$ cat src/shared/ucc_pkg.sv
// Purpose: Constants for the serial channel control block
// Assumes: AXI4-Lite register access, 32-bit data, one aligned word per register
// Notes:   Register offsets are local choices
package ucc_pkg;
   localparam logic [3:0]  ADDR_CHANNEL_CONTROL = 4'h0;
   localparam logic [3:0]  ADDR_RATE_CONTROL    = 4'h4;
   localparam logic [3:0]  ADDR_STATUS          = 4'h8;
   localparam logic [15:0] CHANNEL_CONTROL_RST  = 16'h0000;
   localparam logic [15:0] RATE_CONTROL_RST     = 16'h003F;
   localparam logic [15:0] RATE_CONTROL_MASK    = 16'h2F3F;
   localparam int BIT_UNIT_ON      = 15;
   localparam int BIT_RECEIVE_ON   = 14;
   localparam int BIT_TRANSMIT_ON  = 13;
   localparam int BIT_SAMPLE_SEL   = 12;
   localparam int BIT_PARITY_ON    = 11;
   localparam int BIT_PARITY_SENSE = 10;
   localparam int BIT_TWO_STOP     = 9;
   localparam int BIT_CHAR_8       = 8;
   localparam int BIT_STALE_IRQ    = 7;
   localparam int BIT_FLOW_IRQ     = 6;
   localparam int BIT_RX_FULL_IRQ  = 5;
   localparam int BIT_RX_HALF_IRQ  = 4;
   localparam int BIT_RX_READY_IRQ = 3;
   localparam int BIT_TX_EMPTY_IRQ = 2;
   localparam int BIT_TX_HALF_IRQ  = 1;
   localparam int BIT_TX_SLOT_IRQ  = 0;
   localparam int BIT_CLK_DIR      = 13;
   localparam int BIT_BAUD_SRC     = 11;
   localparam int DIV_HI           = 10;
   localparam int DIV_LO           = 8;
   localparam int PRE_HI           = 5;
   localparam logic [6:0] PRESCALE_BASE = 7'd65;
   localparam logic [2:0] DIV_MAX_CODE  = 3'h5;
   localparam logic [1:0] RESP_OKAY     = 2'h0;
   localparam logic [1:0] RESP_SLVERR   = 2'h2;
endpackage : ucc_pkg

$ cat src/rtl/ucc_channel_control.sv
// Purpose: Control register, rate generator and interrupt gating for a serial channel
// Assumes: FIFO levels and stale flag come from same-clock logic
// Notes:   Pins pass two flip-flops before use
//
// Decided for this implementation: the address map and register access over AXI4-Lite.
module ucc_channel_control (
   // Clock and reset
   input  wire logic        core_clk,
   input  wire logic        nrst,
   input  wire logic        clk_en,
   // AXI4-Lite write address, data and response
   input  wire logic [3:0]  s_axi_awaddr,
   input  wire logic        s_axi_awvalid,
   output logic             s_axi_awready,
   input  wire logic [31:0] s_axi_wdata,
   input  wire logic [3:0]  s_axi_wstrb,
   input  wire logic        s_axi_wvalid,
   output logic             s_axi_wready,
   output logic [1:0]       s_axi_bresp,
   output logic             s_axi_bvalid,
   input  wire logic        s_axi_bready,
   // AXI4-Lite read
   input  wire logic [3:0]  s_axi_araddr,
   input  wire logic        s_axi_arvalid,
   output logic             s_axi_arready,
   output logic [31:0]      s_axi_rdata,
   output logic [1:0]       s_axi_rresp,
   output logic             s_axi_rvalid,
   input  wire logic        s_axi_rready,
   // FIFO and receiver status
   input  wire logic        rx_fifo_full,
   input  wire logic        rx_fifo_over_half,
   input  wire logic        rx_fifo_not_empty,
   input  wire logic        stale_data_flag,
   input  wire logic        tx_fifo_empty,
   input  wire logic        tx_fifo_under_half,
   input  wire logic        tx_fifo_not_full,
   // Pins
   input  wire logic        clear_to_send_in,
   input  wire logic        oversample_clock,
   input  wire logic        ext_bit_clock_in,
   output logic             ext_bit_clock_out,
   output logic             ext_bit_clock_oe,
   // Channel controls
   output logic             receiver_enable,
   output logic             transmitter_enable,
   output logic             rx_fifo_flush,
   output logic             tx_fifo_flush,
   output logic             rx_sample_tick,
   output logic             bit_clock_tick,
   output logic             parity_on,
   output logic             parity_odd,
   output logic             two_stop_bits,
   output logic             char_8bit,
   output logic             irq
);
   logic [15:0] channel_control;
   logic [15:0] rate_control;
   logic [15:0] wr_word;
   logic        aw_held;
   logic        w_held;
   logic [3:0]  aw_addr;
   logic [31:0] w_data;
   logic [3:0]  w_strb;
   logic [1:0]  cts_sync;
   logic        cts_last;
   logic        cts_changed;
   logic [1:0]  osc_sync;
   logic        osc_last;
   logic [1:0]  ext_sync;
   logic        ext_last;
   logic        src_tick;
   logic [6:0]  pre_cnt;
   logic        pre_tick;
   logic [4:0]  div_cnt;
   logic        baud_tick;
   logic [3:0]  os_cnt;
   logic        start_seen;
   logic [6:0]  pre_target;
   logic [4:0]  div_target;
   logic [7:0]  conditions;
   logic [7:0]  enables;

   function automatic logic [15:0] merge(input logic [15:0] old_v, input logic [31:0] d,
                                         input logic [3:0] s);
      merge = {s[1] ? d[15:8] : old_v[15:8], s[0] ? d[7:0] : old_v[7:0]};
   endfunction : merge

   // Write channel capture, either order
   always_ff @(posedge core_clk or negedge nrst) begin
      if (!nrst) begin
         aw_held <= 1'b0;
         w_held  <= 1'b0;
         aw_addr <= 4'h0;
         w_data  <= 32'h0000_0000;
         w_strb  <= 4'h0;
      end else if (clk_en) begin
         if (s_axi_awvalid && s_axi_awready) begin
            aw_held <= 1'b1;
            aw_addr <= s_axi_awaddr;
         end else if (aw_held && w_held) begin
            aw_held <= 1'b0;
         end
         if (s_axi_wvalid && s_axi_wready) begin
            w_held <= 1'b1;
            w_data <= s_axi_wdata;
            w_strb <= s_axi_wstrb;
         end else if (aw_held && w_held) begin
            w_held <= 1'b0;
         end
      end
   end

   assign s_axi_awready = !aw_held && !s_axi_bvalid;
   assign s_axi_wready  = !w_held && !s_axi_bvalid;
   assign s_axi_arready = !s_axi_rvalid;

   always_ff @(posedge core_clk or negedge nrst) begin
      if (!nrst) begin
         s_axi_bvalid <= 1'b0;
         s_axi_bresp  <= ucc_pkg::RESP_OKAY;
      end else if (clk_en) begin
         if (aw_held && w_held) begin
            s_axi_bvalid <= 1'b1;
            s_axi_bresp  <= (aw_addr == ucc_pkg::ADDR_CHANNEL_CONTROL ||
                             aw_addr == ucc_pkg::ADDR_RATE_CONTROL ||
                             aw_addr == ucc_pkg::ADDR_STATUS) ?
                            ucc_pkg::RESP_OKAY : ucc_pkg::RESP_SLVERR;
         end else if (s_axi_bready) begin
            s_axi_bvalid <= 1'b0;
         end
      end
   end

   always_ff @(posedge core_clk or negedge nrst) begin
      if (!nrst) begin
         channel_control <= ucc_pkg::CHANNEL_CONTROL_RST;
         rate_control    <= ucc_pkg::RATE_CONTROL_RST;
      end else if (clk_en && aw_held && w_held) begin
         if (aw_addr == ucc_pkg::ADDR_CHANNEL_CONTROL) begin
            channel_control <= merge(channel_control, w_data, w_strb);
         end
         if (aw_addr == ucc_pkg::ADDR_RATE_CONTROL) begin
            rate_control <= merge(rate_control, w_data, w_strb) & ucc_pkg::RATE_CONTROL_MASK;
         end
      end
   end

   assign wr_word = 16'h0000;

   // Read channel
   always_ff @(posedge core_clk or negedge nrst) begin
      if (!nrst) begin
         s_axi_rvalid <= 1'b0;
         s_axi_rdata  <= 32'h0000_0000;
         s_axi_rresp  <= ucc_pkg::RESP_OKAY;
      end else if (clk_en) begin
         if (s_axi_arvalid && s_axi_arready) begin
            s_axi_rvalid <= 1'b1;
            s_axi_rresp  <= ucc_pkg::RESP_OKAY;
            case (s_axi_araddr)
               ucc_pkg::ADDR_CHANNEL_CONTROL: s_axi_rdata <= {wr_word, channel_control};
               ucc_pkg::ADDR_RATE_CONTROL:    s_axi_rdata <= {wr_word, rate_control};
               ucc_pkg::ADDR_STATUS:          s_axi_rdata <= {wr_word, 7'h00, irq, conditions};
               default: begin
                  s_axi_rdata <= 32'h0000_0000;
                  s_axi_rresp <= ucc_pkg::RESP_SLVERR;
               end
            endcase
         end else if (s_axi_rready) begin
            s_axi_rvalid <= 1'b0;
         end
      end
   end

   // Pin synchronisers
   always_ff @(posedge core_clk or negedge nrst) begin
      if (!nrst) begin
         // Flow pin idles high, so no false change after reset
         cts_sync <= 2'b11;
         osc_sync <= 2'b00;
         ext_sync <= 2'b00;
         cts_last <= 1'b1;
         osc_last <= 1'b0;
         ext_last <= 1'b0;
      end else if (clk_en) begin
         cts_sync <= {cts_sync[0], clear_to_send_in};
         osc_sync <= {osc_sync[0], oversample_clock};
         ext_sync <= {ext_sync[0], ext_bit_clock_in};
         cts_last <= cts_sync[1];
         osc_last <= osc_sync[1];
         ext_last <= ext_sync[1];
      end
   end

   assign receiver_enable    = channel_control[ucc_pkg::BIT_UNIT_ON] &&
                               channel_control[ucc_pkg::BIT_RECEIVE_ON];
   assign transmitter_enable = channel_control[ucc_pkg::BIT_UNIT_ON] &&
                               channel_control[ucc_pkg::BIT_TRANSMIT_ON];
   assign rx_fifo_flush = !receiver_enable;
   assign tx_fifo_flush = !transmitter_enable;
   assign parity_on     = channel_control[ucc_pkg::BIT_PARITY_ON];
   assign parity_odd    = parity_on && channel_control[ucc_pkg::BIT_PARITY_SENSE];
   assign two_stop_bits = channel_control[ucc_pkg::BIT_TWO_STOP];
   assign char_8bit     = channel_control[ucc_pkg::BIT_CHAR_8];

   assign src_tick = rate_control[ucc_pkg::BIT_BAUD_SRC] ? (ext_sync[1] && !ext_last) : 1'b1;
   assign pre_target = ucc_pkg::PRESCALE_BASE - 7'(rate_control[ucc_pkg::PRE_HI:0]) - 7'h01;
   always_comb begin
      case (rate_control[ucc_pkg::DIV_HI:ucc_pkg::DIV_LO])
         3'h0: div_target = 5'd0;
         3'h1: div_target = 5'd1;
         3'h2: div_target = 5'd3;
         3'h3: div_target = 5'd7;
         3'h4: div_target = 5'd15;
         default: div_target = 5'd31;
      endcase
   end

   always_ff @(posedge core_clk or negedge nrst) begin
      if (!nrst) begin
         pre_cnt   <= 7'h00;
         pre_tick  <= 1'b0;
         div_cnt   <= 5'h00;
         baud_tick <= 1'b0;
      end else if (clk_en) begin
         pre_tick  <= 1'b0;
         baud_tick <= 1'b0;
         if (src_tick) begin
            if (pre_cnt >= pre_target) begin
               pre_cnt  <= 7'h00;
               pre_tick <= 1'b1;
            end else begin
               pre_cnt <= pre_cnt + 7'h01;
            end
         end
         if (pre_tick) begin
            if (div_cnt >= div_target) begin
               div_cnt   <= 5'h00;
               baud_tick <= 1'b1;
            end else begin
               div_cnt <= div_cnt + 5'd1;
            end
         end
      end
   end

   always_ff @(posedge core_clk or negedge nrst) begin
      if (!nrst) begin
         os_cnt     <= 4'h0;
         start_seen <= 1'b0;
         rx_sample_tick <= 1'b0;
      end else if (clk_en) begin
         rx_sample_tick <= 1'b0;
         if (channel_control[ucc_pkg::BIT_SAMPLE_SEL]) begin
            rx_sample_tick <= receiver_enable && osc_sync[1] && !osc_last;
            os_cnt         <= 4'h0;
            start_seen     <= 1'b0;
         end else if (!receiver_enable) begin
            os_cnt     <= 4'h0;
            start_seen <= 1'b0;
         end else if (baud_tick) begin
            start_seen <= 1'b1;
            os_cnt     <= start_seen ? os_cnt + 4'd1 : 4'h0;
            rx_sample_tick <= start_seen && (os_cnt == 4'h7);
         end
      end
   end

   assign bit_clock_tick    = baud_tick;
   assign ext_bit_clock_oe  = rate_control[ucc_pkg::BIT_CLK_DIR];
   assign ext_bit_clock_out = div_cnt[0];

   // flow pin change capture, set wins
   always_ff @(posedge core_clk or negedge nrst) begin
      if (!nrst) begin
         cts_changed <= 1'b0;
      end else if (clk_en) begin
         if (cts_sync[1] != cts_last) begin
            cts_changed <= 1'b1;
         end else if (!channel_control[ucc_pkg::BIT_FLOW_IRQ]) begin
            cts_changed <= 1'b0;
         end
      end
   end

   assign conditions = {stale_data_flag, cts_changed, rx_fifo_full, rx_fifo_over_half,
                        rx_fifo_not_empty, tx_fifo_empty, tx_fifo_under_half,
                        tx_fifo_not_full};
   assign enables    = channel_control[ucc_pkg::BIT_STALE_IRQ:ucc_pkg::BIT_TX_SLOT_IRQ];

   always_ff @(posedge core_clk or negedge nrst) begin
      if (!nrst) begin
         irq <= 1'b0;
      end else if (clk_en) begin
         irq <= channel_control[ucc_pkg::BIT_UNIT_ON] && |(conditions & enables);
      end
   end
endmodule : ucc_channel_control

$ cat config.mk
export PLATFORM = sky130hd
export DESIGN_NAME = ucc_channel_control
export DESIGN_NICKNAME = d
export VERILOG_FILES = /design/src/shared/ucc_pkg.sv /design/src/rtl/ucc_channel_control.sv
export SDC_FILE = /design/constraint.sdc
export NUM_CORES = 1
export LEC_CHECK = 0
export ABC_AREA = 1
export ABC_CLOCK_PERIOD_IN_PS = 2800
export BUFFER_PORTS_ARGS = -buffer_cell sky130_fd_sc_hd__buf_2
export CAP_MARGIN = 20
export CORE_MARGIN = 2
export CORE_UTILIZATION = 54
export CTS_CLUSTER_DIAMETER = 120
export CTS_CLUSTER_SIZE = 12
export DETAILED_ROUTE_END_ITERATION = 16
export PLACE_DENSITY = 0.76
export SYNTH_ARGS = -nofsm -noshare
export SYNTH_HDL_FRONTEND = slang
export SYNTH_SLANG_ARGS = --single-unit
$ cat constraint.sdc
create_clock -name core_clk -period 2.8 [get_ports core_clk]
set_clock_uncertainty 0.1 [all_clocks]
set_input_delay 0.56 -clock core_clk [delete_from_list [all_inputs] [get_ports core_clk]]
set_output_delay 0.56 -clock core_clk [all_outputs]
set_load 0.05 [all_outputs]
==> results of run 1 <==
[layout make-up]
| class | instances | area, um^2 |
|---|---|---|
| sequential | 102 | 2560 |
| tap | 129 | 161 |
| timing repair buffer | 83 | 440 |
| clock buffer | 9 | 124 |
| inverter | 71 | 267 |
| clock inverter | 7 | 86.3 |
| fill | 779 | 3440 |
| multi-input combinational | 431 | 2160 |
[routing by layer]
| layer | vias to the layer above | track usage [%] | wire [um] |
|---|---|---|---|
| met5 | - | 0 | 0 |
| met4 | 0 | 8.73 | 124 |
| met3 | 10 | 3.73 | 419 |
| met2 | 106 | 35.6 | 4920 |
| met1 | 1907 | 31.3 | 5110 |
| li1 | 2065 | - | - |
[report_power, final]
group          total (W)  switching (W)  internal [W]  leakage, nW
Clock           0.000961       0.000536      0.000425        0.106
Sequential       0.00238       0.000399       0.00198         1.28
Combinational    0.00245        0.00163      0.000819         1.79
[cell families after synthesis]
logic type | Yosys count | synth area share (%)
AO/OA/AOI/OAI | 84 | 10.1
multiplexers | 6 | 1.31
AND/OR/NAND/NOR | 300 | 24.0
XOR/XNOR | 7 | 1.19
adder cells (fa/ha/maj) | 16 | 3.88
flip-flops | 102 | 49.7
buffers and inverters | 104 | 9.73
other | 1 | 0.0727
[Yosys cell counts (all sizes together), types with 2 or more instances]
cell,count
dfrtp,93
a21oi,27
nand2,214
buf,32
o22ai,2
nor2,50
nand3,27
xnor2,2
xor2,5
o21ai,49
dfstp,9
nor3,2
mux2,6
nand4,6
o21bai,2
inv,71
ha,16
[metrics by stage]
| stage | std cells | util, % | setup WS, ns |
|---|---|---|---|
| final | 832 | 62.7 | 0.415 |
| after global routing | 832 | 62.7 | 0.234 |
| after CTS | 832 | 62.7 | 0.405 |
| after detailed placement | 816 | 60.5 | 0.431 |
| after global placement | 816 | 60.5 | 0.507 |
| after floorplan | 637 | - | 0.532 |
[sequential cells by signal, indices dropped and copies added (netlist names), 2 cells and up]
signal,count
rate_control,11
os_cnt,4
aw_addr,4
cts_sync,2
pre_cnt,7
s_axi_rdata,16
ext_sync,2
div_cnt,5
osc_sync,2
w_data,16
channel_control,16
w_strb,2
[path summary, 6_finish.rpt]
path	start	end	slack (ns)	depth (start not counted)
max reg2reg	rate_control[0]	pre_cnt[5]	0.41	12
max in group asynchronous	nrst	cts_last	1.77	2
min reg2reg	s_axi_rdata[5]	s_axi_rdata[5]	0.38	2
min	nrst	div_cnt[4]	0.07	1
min in group core_clk	ext_bit_clock_in	ext_sync[0]	0.30	3
max	rate_control[0]	pre_cnt[5]	0.41	12
==> impl_metrics.tcl, run 1 <==
set metrics [dict create \
    die_area_um2 10300 \
    drt_wl_total_mm 10.6 \
    status "completed" \
    cap_viol_max_count 0 \
    syn_inst 620 \
    grt_max_degree 61 \
    cp_max_fo 5 \
    numCtsBuffers 9 \
    fin_tns_setup_ns 0 \
    setup_viol 0 \
    grt_pass1_wl_mm 18.2 \
    tightest_slew_ns 0.609 \
    drive_gt1_share_pct 21.1 \
    critPathTopFamily "simple AND/OR/NAND/NOR gates" \
    track_usage_pct 22.5 \
    holdBufCountCts 0 \
    ir_drop_mv 0.713 \
    critPathRequiredTime_ns 2.95 \
    die_h_um 102 \
    min_path_type "in2async" \
    start_util_pct 55.8 \
    power_leakage_nw 3.17 \
    grt-ovfl-total 0 \
    grt_pass1_vias 3926 \
    antenna_found_initial 0 \
    post_cts_buffers 0 \
    vias 4088 \
    yosysTopAreaCell "dfrtp_1" \
    synthesis.area_um2 5160 \
    start_kind "flop" \
    clk_latency_ns 0.37 \
    areaGrowthSynthToFinish_pct 12.4 \
    finalHoldViolCount 0 \
    ctsResizeCount 0 \
    ys_types 34 \
    arrival_ns 2.53 \
    slowest_delay_ns 0.41 \
    cts.sinks 102 \
    io_pins 116 \
    final_common_cell "nand2_1" \
    worstPathCellList "inv_1, ha_1, nand2_1, or3_1, ha_1, nand2_1, nor2_1, inv_1, nor2_1, nor2_1, nor2_1, nor2_1" \
    rsz0062_at_grt "no" \
    drc_errors 0 \
    place.gp.congestion 0.869 \
    drtIter0Drc 199 \
    yosysWarningCount 0 \
    routedWlPerCell_um 12.7 \
    synth_edf_count 0 \
    finalCritPeriodShare_pct 85.2 \
    p_per_area_nw_per_um2 999 \
    viasPerCell 4.91 \
    slew_headroom_pct 59.3 \
    avgSynthCellArea_um2 8.32 \
    die-width_um 102 \
    slew_violations 0 \
    rows 35 \
    coreArea_um2 9240 \
    layout_common_cells "209 x nand2_1, 93 x dfrtp_1, 78 x buf_2, 69 x inv_1, 46 x nor2_1" \
    ys_ff_latch 102 \
    ant_nets 0 \
    worst-path-buf-inv 2 \
    cts.htree.levels 3 \
    max_clock_freq_ghz 0.419 \
    numPortBuffers 79 \
    diodes 0 \
    synth_area_leaders "dfrtp_1 45%, nand2_1 15%, inv_1 5.0%, dfstp_2 4.6%, ha_1 3.9%" \
    async_flop_share_pct 100 \
    firstDrtPassIters 4 \
    final_nets 776 \
    seq_area_frac_synth_pct 49.7 \
    path_clk_slew_ns 0.11 \
    cpMostUsedCell "nor2_1" \
    end_kind "flop" \
    cts_buffer_depth 2 \
    hpwlAfterDp_mm 7.83 \
    finalPower_w 0.00579 \
    design_area_um2 5800 \
    whs_ns 0.0744 \
    synthFlopType "dfrtp_1" \
    fin_crit_ns 2.39 \
    cts_tree "done" \
    cp_slowest_cell "dfstp_2" \
    postPlaceCellArea_um2 5590 \
    root_buffer "clkbuf_8" \
    path_class "reg2reg" \
    synth.top_cell.area_share_pct 45.1 \
]
(Power assumes the default switching activity.)
==> run 2: changes to the inputs <==
--- a/config.mk
+++ b/config.mk
@@ -17,2 +17,3 @@
 export PLACE_DENSITY = 0.76
+export REMOVE_ABC_BUFFERS = 1
 export SYNTH_ARGS = -nofsm -noshare
--- a/constraint.sdc
+++ b/constraint.sdc
@@ -4,2 +4,2 @@
 set_output_delay 0.56 -clock core_clk [all_outputs]
-set_load 0.05 [all_outputs]
+set_load 0.005 [all_outputs]
==> run 2 against run 1 <==
Non-clock buffer count rose by 3; count of clock-buffer cells in the layout rose by 1; hold slack got worse by 0.016 ns; clock power fell by 8.0%; maximum frequency rose by 1.9%; core utilization fell by 0.095 points; cell area fell by 0.15%.
==> impl_metrics.tcl, run 2 (same netlist as run 1, synthesis figures left out) <==
set metrics [dict create \
    final_nets 779 \
    setup_viol 0 \
    cts.sinks 102 \
    fin_crit_ns 2.34 \
    layout_common_cells "209 x nand2_1, 93 x dfrtp_1, 78 x buf_2, 69 x inv_1, 46 x nor2_1" \
    reg_top3 "channel_control: 16 flops, s_axi_rdata: 16 flops, w_data: 16 flops" \
    drive_gt1_share_pct 21.2 \
    slowest_delay_ns 0.40 \
    arrival_ns 2.49 \
    rsz0062_at_grt "no" \
    cp_max_fo 5 \
    holdBufCountCts 0 \
    cts_buffer_depth 2 \
    cap_viol_max_count 0 \
    numPortBuffers 79 \
    die_area_um2 10300 \
    end_kind "flop" \
    slew_violations 0 \
    coreArea_um2 9240 \
    start_kind "flop" \
    path_clk_slew_ns 0.11 \
    finalPower_w 0.00529 \
    rrSetupSlack_ns 0.46 \
    timing.rr.start "rate_control[1]" \
    drt_wl_total_mm 10.8 \
    ir_drop_mv 0.606 \
    rows 35 \
    hpwlAfterDp_mm 8.03 \
    antenna_found_initial 0 \
    die-width_um 102 \
    cts.htree.levels 3 \
    slew_headroom_pct 62.5 \
    setup_slack_ns 0.459 \
    finalCritPeriodShare_pct 83.6 \
    firstDrtPassIters 4 \
    startpoint "rate_control[1]" \
    cts_tree "done" \
    design_area_um2 5790 \
    ctsResizeCount 0 \
    post_cts_buffers 0 \
    grt-ovfl-total 0 \
    diodes 0 \
    drc_errors 0 \
    track_usage_pct 22.2 \
    die_h_um 102 \
    io_pins 116 \
    worstPathCellList "inv_1, ha_1, nand2_1, or3_1, ha_1, nand2_1, nor2_1, inv_1, nor2_1, nor2_1, nor2_1, nor2_1" \
    tightest_slew_ns 0.562 \
    fin_tns_setup_ns 0 \
    areaGrowthSynthToFinish_pct 12.3 \
    clk_latency_ns 0.37 \
    drtIter0Drc 155 \
    critPathRequiredTime_ns 2.95 \
    grt_pass1_wl_mm 18.1 \
    start_util_pct 55.8 \
    numCtsBuffers 9 \
    routedWlPerCell_um 12.9 \
    dpl_worst_slack_ns 0.480 \
    ant_nets 0 \
    cpMostUsedCell "nor2_1" \
    viasPerCell 5.00 \
    max_clock_freq_ghz 0.427 \
    finalHoldViolCount 0 \
    status "completed" \
    postPlaceCellArea_um2 5610 \
    grt_pass1_vias 4093 \
    p_per_area_nw_per_um2 914 \
    final_common_cell "nand2_1" \
    place.gp.congestion 0.796 \
    cp_slowest_cell "dfstp_2" \
    min_path_type "in2async" \
    path_class "reg2reg" \
    whs_ns 0.0588 \
    vias 4174 \
    power_leakage_nw 3.17 \
    grt_max_degree 42 \
    root_buffer "clkbuf_8" \
]
-- run 2: cell count changes in the layout (fill, tap and decap cells not counted), sizes merged --
cell    previous run  this run
buf               83        86
clkinv             6         2
bufinv             1         0
inv               71        75
clkbuf             9        10
-- run 2: power by group --
group | switching, W | leakage [nW] | total [W] | internal [W]
Sequential | 0.000378 | 1.28 | 0.00236 | 0.00198
Clock | 0.000543 | 0.0936 | 0.000884 | 0.000341
Combinational | 0.00122 | 1.80 | 0.00205 | 0.000827
Total | 0.00214 | 3.17 | 0.00529 | 0.00315
-- run 2: per-layer routing --
layer  GRT usage [%]  wire [um]  vias to the layer above
met5               0          0                        -
met4            6.44         77                        0
met3            4.76        607                        9
met2            37.5       5310                      116
met1            28.9       4820                     1971
li1                -          -                     2078
-- run 2: layout make-up --
type / count / area [um^2]
Timing Repair Buffer: 86 / 463
Tap cell: 129 / 161
Clock inverter: 6 / 51.3
Inverter: 71 / 267
Multi-Input combinational cell: 431 / 2160
Fill cell: 804 / 3450
Sequential cell: 102 / 2560
Clock buffer: 10 / 128
-- run 2: stage by stage --
step	utilization [%]	cells
global placement	60.7	819
detailed placement	60.7	819
floorplan	-	604
global route	62.7	835
CTS	62.7	835
finish	62.7	835
-- run 2: worst max-delay path, delay by kind of cell, from the launching register on --
kind | cells | cell delay, ns
AND/OR/NAND/NOR | 8 | 1.13
adder cells (fa/ha/maj) | 2 | 0.48
flip-flops | 1 | 0.40
buffers and inverters | 2 | 0.11
-- run 2: worst paths after layout --
| kind | depth (start not counted) | end |
|---|---|---|
| setup / recovery | 12 | pre_cnt[6] |
| hold / removal | 1 | s_axi_rdata[1] |
| setup reg to reg | 12 | pre_cnt[6] |
| hold reg to reg | 2 | cts_last |
| max in group asynchronous | 2 | div_cnt[2] |
| min in group core_clk | 3 | ext_sync[0] |
==> run 3: changes to the inputs <==
- ABC_CLOCK_PERIOD_IN_PS: 2800 -> 2200
- clock period: 2.8 -> 2.2 ns (I/O delays scaled with it)
==> run 3 against run 2 <==
The flow now finishes with violations (hold timing, setup timing); count of clock-buffer cells in the layout stayed put; critical path depth grew 1; total power rose by 40%; non-clock buffer count is 5 higher.
==> impl_metrics.tcl, run 3 (same netlist as run 1, synthesis figures left out) <==
set metrics [dict create \
    holdBufCountCts 0 \
    ff2ff_path_depth 13 \
    finalHoldViolCount 1 \
    cts.sinks 102 \
    arrival_ns 2.37 \
    whs_ns -0.00476 \
    firstDrtPassIters 4 \
    worst-path-buf-inv 2 \
    postPlaceCellArea_um2 5640 \
    rsz0062_at_grt "yes" \
    drtIter0Drc 142 \
    max_clock_freq_ghz 0.454 \
    grt-ovfl-total 0 \
    layout_common_cells "205 x nand2_1, 93 x dfrtp_1, 78 x buf_2, 66 x inv_1, 37 x nor2_1" \
    critPathTopFamily "simple AND/OR/NAND/NOR gates" \
    final_nets 784 \
    setup_viol 3 \
    place.gp.congestion 0.836 \
    reg_top3 "channel_control: 16 flops, s_axi_rdata: 16 flops, w_data: 16 flops" \
    diodes 0 \
    critPathRequiredTime_ns 2.37 \
    drc_errors 0 \
    root_buffer "clkbuf_8" \
    cp_max_fo 5 \
    tightest_slew_ns 0.531 \
    design_area_um2 5950 \
    ir_drop_mv 0.702 \
    power_leakage_nw 3.23 \
    grt_pass1_vias 4038 \
    coreArea_um2 9240 \
    slowest_delay_ns 0.40 \
    areaGrowthSynthToFinish_pct 15.3 \
    slew_violations 0 \
    end_kind "flop" \
    fin_crit_ns 2.20 \
    dpl_worst_slack_ns -0.0451 \
    rows 35 \
    drive_gt1_share_pct 25.0 \
    path_clk_slew_ns 0.11 \
    p_per_area_nw_per_um2 1250 \
    status "complete, but fails checks" \
    start_util_pct 55.8 \
    fin_tns_setup_ns -0.00916 \
    start_kind "flop" \
    drt_wl_total_mm 11.2 \
    cts.htree.levels 3 \
    grt_max_degree 103 \
    dp_cells 823 \
    die-width_um 102 \
    numCtsBuffers 9 \
    finalCritPeriodShare_pct 100 \
    vias 4197 \
    die_area_um2 10300 \
    min_path_type "in2async" \
    io_pins 116 \
    viasPerCell 5.00 \
    violations "hold timing, setup timing" \
    ant_nets 0 \
    slew_headroom_pct 64.6 \
    cp_slowest_cell "dfstp_2" \
    final_common_cell "nand2_1" \
    routedWlPerCell_um 13.3 \
    track_usage_pct 22.9 \
    instances_no_fill 840 \
    hpwlAfterDp_mm 7.89 \
    clk_latency_ns 0.38 \
    cts_tree "done" \
    path_class "reg2reg" \
    worstPathCellList "inv_2, ha_4, nand2_4, or3_4, ha_4, nand2_4, nor2_4, nand2_2, nand3_2, nor2_2, nor2_1, buf_4, nor2_2" \
    numPortBuffers 79 \
    die_h_um 102 \
    antenna_found_initial 0 \
    grt_pass1_wl_mm 18.4 \
    cap_viol_max_count 0 \
    setup_slack_ns -0.00347 \
    cts_buffer_depth 2 \
    crit_cells 13 \
]
==> run 3: cell types whose count changed in the layout (fill, tap and decap cells not counted), moves of 3 or more <==
cell | previous run | this run
nor2_2 | 1 | 9
nor2_1 | 46 | 37
nand2_1 | 209 | 205
inv_2 | 2 | 5
inv_1 | 69 | 66
buf_4 | 7 | 12
==> run 3: worst paths after layout <==
| check | start | to | slack (ns) |
|---|---|---|---|
| setup / recovery | rate_control[0] | pre_cnt[2] | -0.003 |
| hold / removal | nrst | w_data[2] | -0.005 |
| setup reg to reg | rate_control[0] | pre_cnt[2] | -0.003 |
| hold reg to reg | cts_last | cts_last | 0.38 |
| max in group asynchronous | nrst | cts_sync[0] | 1.57 |
| min in group core_clk | oversample_clock | osc_sync[0] | 0.17 |
==> run 3: repair_timing <==
action,CTS,global route
gates resized for setup,6,20
setup buffers,0,1
pin swaps,5,11
setup endpoints to repair,5,8
==> run 3: report_power, final <==
group / internal, W / switching [W]
logic: 0.00134 / 0.00186
registers: 0.00252 / 0.000499
clock network: 0.000476 / 0.000718
==> run 3: cell type report <==
class | count | area (um^2)
multi-input combinational | 431 | 2250
clock inverter | 6 | 65.1
clock buffer | 10 | 138
fill | 791 | 3290
timing repair buffer | 91 | 500
tap | 129 | 161
inverter | 71 | 267
sequential | 102 | 2560
==> run 3: per-layer routing <==
layer / GRT usage [%] / part of all wire (%) / vias to the layer above
met1: 29.7 / 44 / 1983
met2: 37.7 / 49 / 114
met5: 0 / 0 / -
li1: - / - / 2084
met3: 4.62 / 4.9 / 16
met4: 9.36 / 1.9 / 0
==> run 3: per-stage QoR <==
step                utilization [%]  total power (W)
floorplan                         -          0.00486
global placement               61.0          0.00553
detailed placement             61.0          0.00571
CTS                            63.5          0.00705
global route                   64.3          0.00804
finish                         64.3          0.00742
